--- config.mk ---
export PLATFORM = sky130hd
export DESIGN_NAME = ssf_sample_fifo
export DESIGN_NICKNAME = d
export VERILOG_FILES = /design/src/logic/ssf_pkg.sv /design/src/logic/ssf_sample_fifo.sv
export SDC_FILE = /design/constraint.sdc
export NUM_CORES = 2
export LEC_CHECK = 0
export ABC_AREA = 1
export BUFFER_PORTS_ARGS = -buffer_cell sky130_fd_sc_hd__buf_2
export CAP_MARGIN = 20
export CORE_MARGIN = 3
export CORE_UTILIZATION = 49
export CTS_BUF_LIST = sky130_fd_sc_hd__clkbuf_4
export CTS_CLUSTER_DIAMETER = 40
export DETAILED_ROUTE_END_ITERATION = 12
export SLEW_MARGIN = 15
export SYNTH_ARGS = -nofsm -noshare
export SYNTH_HDL_FRONTEND = slang
export SYNTH_SLANG_ARGS = --single-unit
--- constraint.sdc ---
create_clock -name core_clk_i -period 3.7 [get_ports core_clk_i]
set_input_delay 0.185 -clock core_clk_i [delete_from_list [all_inputs] [get_ports core_clk_i]]
set_output_delay 0.185 -clock core_clk_i [all_outputs]
set_load 0.01 [all_outputs]
--- src/logic/ssf_pkg.sv ---
// Constants and types shared by the sensor sample FIFO block
package ssf_pkg;

  // FIFO geometry: 32 sample sets of three 16-bit axes
  localparam int SSF_DEPTH = 32;
  localparam int SSF_AXIS_W = 16;
  localparam int SSF_SAMPLE_W = 48;
  localparam logic [5:0] SSF_FULL_COUNT = 6'h20;
  localparam logic [5:0] SSF_EMPTY_COUNT = 6'h00;
  localparam logic [5:0] SSF_WMARK_OFF = 6'h00;

  // Register indices; byte address is four times the index
  localparam logic [5:0] SSF_IDX_STATUS_MIRROR = 6'h00;
  localparam logic [5:0] SSF_IDX_FILL_STATUS = 6'h08;
  localparam logic [5:0] SSF_IDX_CONFIGURATION = 6'h09;
  localparam logic [5:0] SSF_IDX_SAMPLE_XY = 6'h20;
  localparam logic [5:0] SSF_IDX_SAMPLE_Z = 6'h21;
  localparam logic [5:0] SSF_IDX_POWER_CONTROL = 6'h22;

  // Field positions
  localparam int SSF_ADR_IDX_LO = 2;
  localparam int SSF_ADR_IDX_HI = 7;
  localparam int SSF_MODE_LO = 6;
  localparam int SSF_MODE_HI = 7;
  localparam int SSF_WMARK_HI = 5;
  localparam int SSF_POWER_HI = 1;
  localparam int SSF_STOP_BIT = 1;
  localparam int SSF_ACTIVE_BIT = 1;
  localparam int SSF_Z_LO = 32;
  localparam int SSF_BYTE_LANE0 = 0;

  // Reset values
  localparam logic [7:0] SSF_CONFIG_RESET = 8'h00;
  localparam logic [31:0] SSF_RDATA_IDLE = 32'h0000_0000;

  // FIFO operating modes; any code with the upper bit set stops
  typedef enum logic [1:0] {
    SSF_MODE_DISABLED = 2'b00,
    SSF_MODE_CIRCULAR = 2'b01,
    SSF_MODE_STOP = 2'b10,
    SSF_MODE_STOP_ALT = 2'b11
  } ssf_fifo_mode_e;

  // Device power modes; any code with the upper bit set is active
  typedef enum logic [1:0] {
    SSF_PWR_STANDBY = 2'b00,
    SSF_PWR_READY = 2'b01,
    SSF_PWR_ACTIVE = 2'b10,
    SSF_PWR_ACTIVE_ALT = 2'b11
  } ssf_power_e;

endpackage

--- src/logic/ssf_sample_fifo.sv ---
// Sensor sample FIFO with status, status mirror and setup registers
//
// Summary of operation
// Status also readable at address zero
// Entering active mode clears FIFO status
// Push at count 32 sets overflow
// Overflow clears when count below 32
// Watermark flag set when count reaches level
// Watermark flag clears below the level
// Status bits 5:0 give stored count
// One sample pushed per data rate strobe
// Mode 00 off, 01 circular, 1x stop
// Circular full: oldest dropped, newest stored
// Stop full: new samples refused, contents kept
// No direct circular/stop switch while enabled
// Disabling empties FIFO and clears watermark
// Watermark level zero never raises flag
// Watermark never blocks sample storage
// Setup register resets to zero
// Host changes setup only in standby; the code accepts setup writes in any power mode
// Event output is overflow OR watermark
// Reading Z sample pops oldest set
//
// Added by the designer: register access over Wishbone.
`timescale 1ns/1ps
`default_nettype none

module ssf_sample_fifo
  import ssf_pkg::*;
(
  input wire logic core_clk_i,
  input wire logic rst_i,
  input wire logic wb_cyc_i,
  input wire logic wb_stb_i,
  input wire logic wb_we_i,
  input wire logic [7:0] wb_adr_i,
  input wire logic [31:0] wb_dat_i,
  input wire logic [3:0] wb_sel_i,
  output logic [31:0] wb_dat_o,
  output logic wb_ack_o,
  input wire logic sample_strobe_i,
  input wire logic [47:0] sample_data_i,
  output logic fifo_event_o
);

  ////////////////////////////////////////////////////////////////////////
  // State

  // Whole block state, registered in one process
  // Storage sits in the struct too; the price is a wide next-state copy each cycle
  typedef struct packed {
    logic [SSF_DEPTH-1:0][SSF_SAMPLE_W-1:0] mem; // Sample storage
    logic [4:0] rd_ptr;            // Oldest sample slot
    logic [4:0] wr_ptr;            // Next free slot
    logic [5:0] count;             // Stored sample count
    logic ovf;                     // Overflow flag
    logic wmk;                     // Watermark flag
    ssf_fifo_mode_e mode;          // Operating mode field
    logic [5:0] wmark;             // Watermark level field
    ssf_power_e power;             // Device power mode
    logic ack;                     // Bus acknowledge
    logic [31:0] dat;              // Registered read data
  } ssf_state_s;

  // All-zero reset also gives disabled mode and standby
  localparam ssf_state_s SSF_STATE_RESET = '0;

  ssf_state_s st;       // Current state
  ssf_state_s next_st;  // Next state

  ////////////////////////////////////////////////////////////////////////
  // Helper functions

  // Mode decode: only code 00 leaves the FIFO off
  function automatic logic ssf_enabled(input ssf_fifo_mode_e m);
    logic on;
    on = 1'b0;
    unique case (m)
      SSF_MODE_DISABLED: on = 1'b0;
      SSF_MODE_CIRCULAR: on = 1'b1;
      SSF_MODE_STOP, SSF_MODE_STOP_ALT: on = 1'b1;
    endcase
    return on;
  endfunction

  // Upper mode bit alone selects stop behaviour
  function automatic logic ssf_is_stop(input ssf_fifo_mode_e m);
    return m[SSF_STOP_BIT];
  endfunction

  // Upper power bit alone marks active mode
  function automatic logic ssf_is_active(input ssf_power_e p);
    return p[SSF_ACTIVE_BIT];
  endfunction

  // Watermark flag level; level zero suppresses it
  function automatic logic ssf_wmk_level(input logic [5:0] cnt,
                                         input logic [5:0] lvl,
                                         input logic on);
    return on && (lvl != SSF_WMARK_OFF) && (cnt >= lvl); // see R5 see R6
  endfunction

  // Status byte layout: overflow, watermark, count
  function automatic logic [7:0] ssf_status(input ssf_state_s s);
    return {s.ovf, s.wmk, s.count};
  endfunction

  ////////////////////////////////////////////////////////////////////////
  // Request decode

  logic bus_req;       // New bus cycle not yet answered
  logic [5:0] idx;     // Register index from byte address
  logic cfg_wr;        // Write to setup register
  logic pwr_wr;        // Write to power control register
  logic fifo_on;       // FIFO enabled in current mode
  logic full;          // Count at capacity
  logic pop;           // Host takes oldest sample set
  logic push;          // Acquisition offers a sample set
  logic overrun;       // Sample arrives with no room
  logic circ_drop;     // Circular mode replaces oldest
  logic store;         // Sample is written into storage
  logic [31:0] rdata;  // Read mux output
  ssf_fifo_mode_e wr_mode; // Mode field being written

  // A cycle is taken once; ack blocks a second take
  assign bus_req = wb_cyc_i & wb_stb_i & ~st.ack;
  assign idx = wb_adr_i[SSF_ADR_IDX_HI:SSF_ADR_IDX_LO];
  // Registers are eight bits wide, so only lane 0 writes
  assign cfg_wr = bus_req & wb_we_i & wb_sel_i[SSF_BYTE_LANE0] & (idx == SSF_IDX_CONFIGURATION);
  assign pwr_wr = bus_req & wb_we_i & wb_sel_i[SSF_BYTE_LANE0] & (idx == SSF_IDX_POWER_CONTROL);
  assign wr_mode = ssf_fifo_mode_e'(wb_dat_i[SSF_MODE_HI:SSF_MODE_LO]);
  assign fifo_on = ssf_enabled(st.mode);
  assign full = (st.count == SSF_FULL_COUNT);
  // Reading Z completes a sample set and pops it
  // Limitation: an XY read alone leaves the set in place, so hosts finish with Z
  assign pop = bus_req & ~wb_we_i & (idx == SSF_IDX_SAMPLE_Z) & (st.count != SSF_EMPTY_COUNT);
  // Samples only arrive while active, one per rate strobe
  assign push = sample_strobe_i & fifo_on & ssf_is_active(st.power);
  // A pop in the same cycle frees a slot, so that is no overrun
  assign overrun = push & full & ~pop;
  assign circ_drop = overrun & ~ssf_is_stop(st.mode);
  // Watermark plays no part here; stop mode only refuses when full
  assign store = push & (~full | pop | circ_drop); // see R11

  ////////////////////////////////////////////////////////////////////////
  // Read mux

  // Read data is registered: one wait state buys a glitch-free data output
  // Unmapped indices read as zero and still get an ack
  always_comb begin
    rdata = SSF_RDATA_IDLE;
    case (idx)
      // Mirror lets the host start draining at address zero
      SSF_IDX_STATUS_MIRROR: rdata = {24'h00_0000, ssf_status(st)};
      SSF_IDX_FILL_STATUS: rdata = {24'h00_0000, ssf_status(st)};
      SSF_IDX_CONFIGURATION: rdata = {24'h00_0000, st.mode, st.wmark};
      SSF_IDX_SAMPLE_XY: rdata = st.mem[st.rd_ptr][SSF_Z_LO-1:0];
      SSF_IDX_SAMPLE_Z: rdata = {16'h0000, st.mem[st.rd_ptr][SSF_SAMPLE_W-1:SSF_Z_LO]};
      SSF_IDX_POWER_CONTROL: rdata = {30'h0000_0000, st.power};
      default: rdata = SSF_RDATA_IDLE;
    endcase
    // An empty FIFO shows zero rather than stale sample words
    if ((idx == SSF_IDX_SAMPLE_XY || idx == SSF_IDX_SAMPLE_Z) && st.count == SSF_EMPTY_COUNT) begin
      rdata = SSF_RDATA_IDLE;
    end
  end

  ////////////////////////////////////////////////////////////////////////
  // Next state

  always_comb begin
    next_st = st;
    // Ack is registered: one wait state, then dropped next cycle
    next_st.ack = bus_req;
    if (bus_req && !wb_we_i) begin
      next_st.dat = rdata;
    end
    // Storage write for an accepted or replacing sample
    if (store) begin
      next_st.mem[st.wr_ptr] = sample_data_i;
      next_st.wr_ptr = st.wr_ptr + 5'h01;
    end
    // Oldest slot moves on a pop or a circular replacement
    if (pop || circ_drop) begin
      next_st.rd_ptr = st.rd_ptr + 5'h01; // see R10
    end
    // Count moves only when one side acts alone
    if (store && !pop && !circ_drop) begin
      next_st.count = st.count + 6'h01;
    end else if (pop && !store) begin
      next_st.count = st.count - 6'h01;
    end
    // Set wins: overrun keeps the flag up; only count below 32 drops it
    next_st.ovf = overrun | (st.ovf & (next_st.count == SSF_FULL_COUNT)); // see R3
    // Setup write; a direct circular/stop switch is refused
    if (cfg_wr) begin
      next_st.wmark = wb_dat_i[SSF_WMARK_HI:0];
      if (!(fifo_on && ssf_enabled(wr_mode) && (ssf_is_stop(wr_mode) != ssf_is_stop(st.mode)))) begin
        next_st.mode = wr_mode;
      end
    end
    // Power mode is a plain field written by software
    // Leaving active keeps the contents; the next entry, a disabling setup write or reset clears them
    if (pwr_wr) begin
      next_st.power = ssf_power_e'(wb_dat_i[SSF_POWER_HI:0]);
    end
    // A disabled FIFO holds nothing
    if (!ssf_enabled(next_st.mode)) begin
      next_st.count = SSF_EMPTY_COUNT;
      next_st.rd_ptr = '0;
      next_st.wr_ptr = '0;
      next_st.ovf = 1'b0;
    end
    // Entry to active from standby or ready starts clean
    if (!ssf_is_active(st.power) && ssf_is_active(next_st.power)) begin
      next_st.count = SSF_EMPTY_COUNT;
      next_st.rd_ptr = '0;
      next_st.wr_ptr = '0;
      next_st.ovf = 1'b0;
    end
    // Flag follows the final count so it never lags a change
    next_st.wmk = ssf_wmk_level(next_st.count, next_st.wmark, ssf_enabled(next_st.mode));
    // Synchronous reset; all-zero also clears setup
    if (rst_i) begin
      next_st = SSF_STATE_RESET;
    end
  end

  // One register for the whole state
  always_ff @(posedge core_clk_i) begin
    st <= next_st;
  end

  ////////////////////////////////////////////////////////////////////////
  // Outputs

  assign wb_ack_o = st.ack;
  assign wb_dat_o = st.dat;
  // Combined event; both flags must fall for it to drop
  assign fifo_event_o = st.ovf | st.wmk;
endmodule // ssf_sample_fifo

`default_nettype wire
==> metrics.csv <==
stage;metric;value;unit
timing;post-route clock period utilization;95.8;%
timing;clock skew;97.6;ps
cts;TritonCTS clock tree;yes;
setup_path;Worst Path Max Fanout;29;
synth;Top FF cell, synth;dfxtp_1;
cts;worst skew pair latency;1370;ps
drt;# DRC;0;
synth;Syn Nets;10200;
cts;# clock sinks;1597;
setup_path;R2R Path Start;st[45];
die;top-level port count;132;
drt;final antenna-violating net count;0;
timing;worst setup margin;156;ps
power_and_ir_drop;P per Cell Area;418;nW/µm²
synth;Unique masters post-synth;35;
placed_design;post-placement setup slack;386;ps
synth;Yosys Warn Count;0;
synth;cell with the most instances after synthesis;dfxtp_1;
die;Row Count;140;
timing;Hold Fails Final Rpt;0;
setup_path;WS Path Type;input port to register;
layout;Layout area overhead;13.8;%
synth;dominant cell type by area after synthesis;dfxtp_1;
synth;Simple-Gate Fraction of Synth Area;21.0;%
setup_path;Worst setup SP type;input port;
grt;vias in the first global route;67800;
synth;Area contributors post-synth;dfxtp_1 (44%), a21oi_1 (8.4%), a211oi_1 (7.5%);
synth;syn avg cell area;7.16;µm²
setup_path;critical path startpoint;wb_adr_i[4];
die;core area;146000;µm²
synth;largest family of logic cells by synthesized area;compound AO/OA/AOI/OAI gates;
synth;ys async rst share;0;%
power_and_ir_drop;maximum vdd drop;0.215;mV
cts;Clock Pin Slew Worst Setup and Hold Paths;60;ps
drt;Vias;73900;
synth;synth cell count leaders;dfxtp_1 (1597), nand2_1 (1421), a21oi_1 (1222);
grt;all-layer global routing usage;36.3;%
die;Die Width;391;µm
timing;Final min period;3540;ps
setup_path;Critical Path AT;4830;ps
timing;Slew @ Worst Pin;1190;ps
grt;largest net degree at the start of global routing;205;
setup_path;CP Capture Point;st[1220];
drt;drt pass-1 iters;6;
timing;setup tns final;0;ps
die;Initial Utilization;49.6;%
setup_path;Worst EP required;4990;ps
setup_path;Worst setup EP type;register;
synth;Synth top area share;44.1;%
cts;total CTS buffers;448;
status;outcome;finished clean;
placed_design;RePlAce Congestion;0.829;
drt;initial drt markers;9272;
die;chip height;391;µm
grt;global-route wire length before repair;427;mm
cts;CTS H-Tree Depth;5;
synth;Post-synth EDFFs;0;
cts;Clock Path Buffers;4;
power_and_ir_drop;Static Leakage;0.0279;µW
job;max cap viols;0;
drt;Vias/cell;6.01;
synth;Synth Register Bits;1597;
timing;Rel. slew slack;20.3;%
synth;XOR/XNOR Fraction of Synth Area;0.0846;%
placed_design;number of buffers added on ports;102;
timing;final-report setup violation count;0;
synth;multiplexer share of the synthesized area;0.0276;%
synth;adder-cell share of the synthesized area;0.224;%
setup_path;reg2reg end;st[1220];
worst_hold_path;Min-Delay Path Class;input port to register;
layout;Final #Nets;10100;
grt;GRT overflow;0;
synth;compound-cell area share of the yosys netlist;24.2;%
die;Die ar.;153000;µm²
setup_path;worst reg2reg setup slack;240;ps
drt;drt wl/cell;23.3;µm
worst_hold_path;Min-Delay Startpoint;sample_data_i[31];
layout;share of layout cells above drive strength 1;11.1;%
grt;initial antenna violation count;12;
cts;root buf cell;clkbuf_4;
timing;Slew Limit Fails;0;
setup_path;Worst Reg-to-Reg Cells;12;
drt;WL final;286;mm
synth;post-synthesis cell area;72500;µm²
synth;post-synthesis sequential area ratio;44.1;%
synth;post-synthesis instance total;10100;
placed_design;HPWL Detailed;150;mm
timing;Fmax achieved;0.282;GHz
==> registers in the layout, indices dropped and copies added (netlist names) <==
signal    cells
st         1564
wb_dat_o     32
wb_ack_o      1
==> power by group <==
group          internal (µW)  leakage, µW  switching, µW
combinational            266       0.0116            735
clock                   8660      0.00340           7630
sequential             17200       0.0129          0.309
total                  26100       0.0279           8370
==> area by class of cell <==
| cell class | count | area (µm²) |
|---|---|---|
| Multi-Input combinational cell | 6606 | 33400 |
| Antenna cell | 4 | 10.0 |
| Clock inverter | 78 | 363 |
| Clock buffer | 702 | 5270 |
| Timing Repair Buffer | 555 | 5900 |
| Tap cell | 1917 | 2400 |
| Fill cell | 14000 | 63800 |
| Inverter | 822 | 3100 |
| Sequential cell | 1597 | 32000 |
==> how the worst min path moves through the flow <==
stage | to | slack [ps] | depth (start not counted)
after floorplan | st[33] | 330 | 2
after CTS | st[813] | 3 | 4
after global routing | st[1100] | 70 | 4
after detailed placement | st[64] | 440 | 2
after global placement | st[170] | 440 | 2
final | st[908] | 140 | 4
==> worst max-delay path: stages <==
cell	delay [ps]
dlygate4sd3_1	540
buf_2	120
dlygate4sd3_1	570
nor2_1	110
dlygate4sd3_1	590
nand2_1	120
nor2_4	140
nand3_4	140
a31oi_4	240
buf_12	170
buf_12	220
dlygate4sd3_1	630
buf_12	200
nand3_1	90
dlygate4sd3_1	600
a21oi_1	130
==> layout by cell type, fill, tap and decap left out, drive strengths merged, types with 3 or more instances in the layout <==
cell,netlist,layout
nand3b,5,5
a21oi,1222,1222
buf,282,352
nand4,224,224
o21a,4,4
o211ai,189,189
or2,3,3
a211oi,728,728
nor3,7,7
xor2,6,6
ha,13,13
diode,0,4
dfxtp,1597,1597
a22oi,6,6
o21ai,753,753
nor2,1026,1026
nand2,1421,1421
inv,821,823
dlygate4sd3,0,201
o22ai,76,76
clkinv,1,73
o21bai,28,28
clkbuf,814,702
nand3,889,889
==> cell families (layout without fill, tap and decap cells) <==
| logic type | count (synthesis) | count (layout) |
|---|---|---|
| multiplexers | 2 | 2 |
| other | 0 | 4 |
| AND/OR/NAND/NOR | 3575 | 3575 |
| flip-flops | 1597 | 1597 |
| buffers and inverters | 1918 | 2157 |
| adder cells (fa/ha/maj) | 13 | 13 |
| XOR/XNOR | 7 | 7 |
| AO/OA/AOI/OAI | 3009 | 3009 |
==> per-stage QoR <==
step	util, %	total power (µW)	area (µm²)	hold WS [ps]	std cells
final	56.4	34500	82500	138	12300
after global routing	56.4	35700	82500	70.1	12300
after CTS	56.3	34700	82400	2.99	12300
after detailed placement	50.6	18300	74000	440	11300
after global placement	50.6	18300	74000	436	11300
after floorplan	-	18000	72500	332	10100
==> metal layers <==
layer	track usage (%)	vias up	wire, µm	part of all wire (%)
met5	0	-	77	0.027
met3	7.02	699	28200	9.8
met4	16.0	12	12600	4.4
met2	55.5	3988	124000	43
li1	-	34400	-	-
met1	49.8	34800	121000	42
==> repair_timing <==
action                                  4_1_cts  5_1_grt
resized for setup                             0        9
hold buffers                                240        0
hold endpoints to repair                   1597        0
endpoints found under the setup margin        0       44
setup buffers                                 0        2
(Power assumes the default switching activity.)
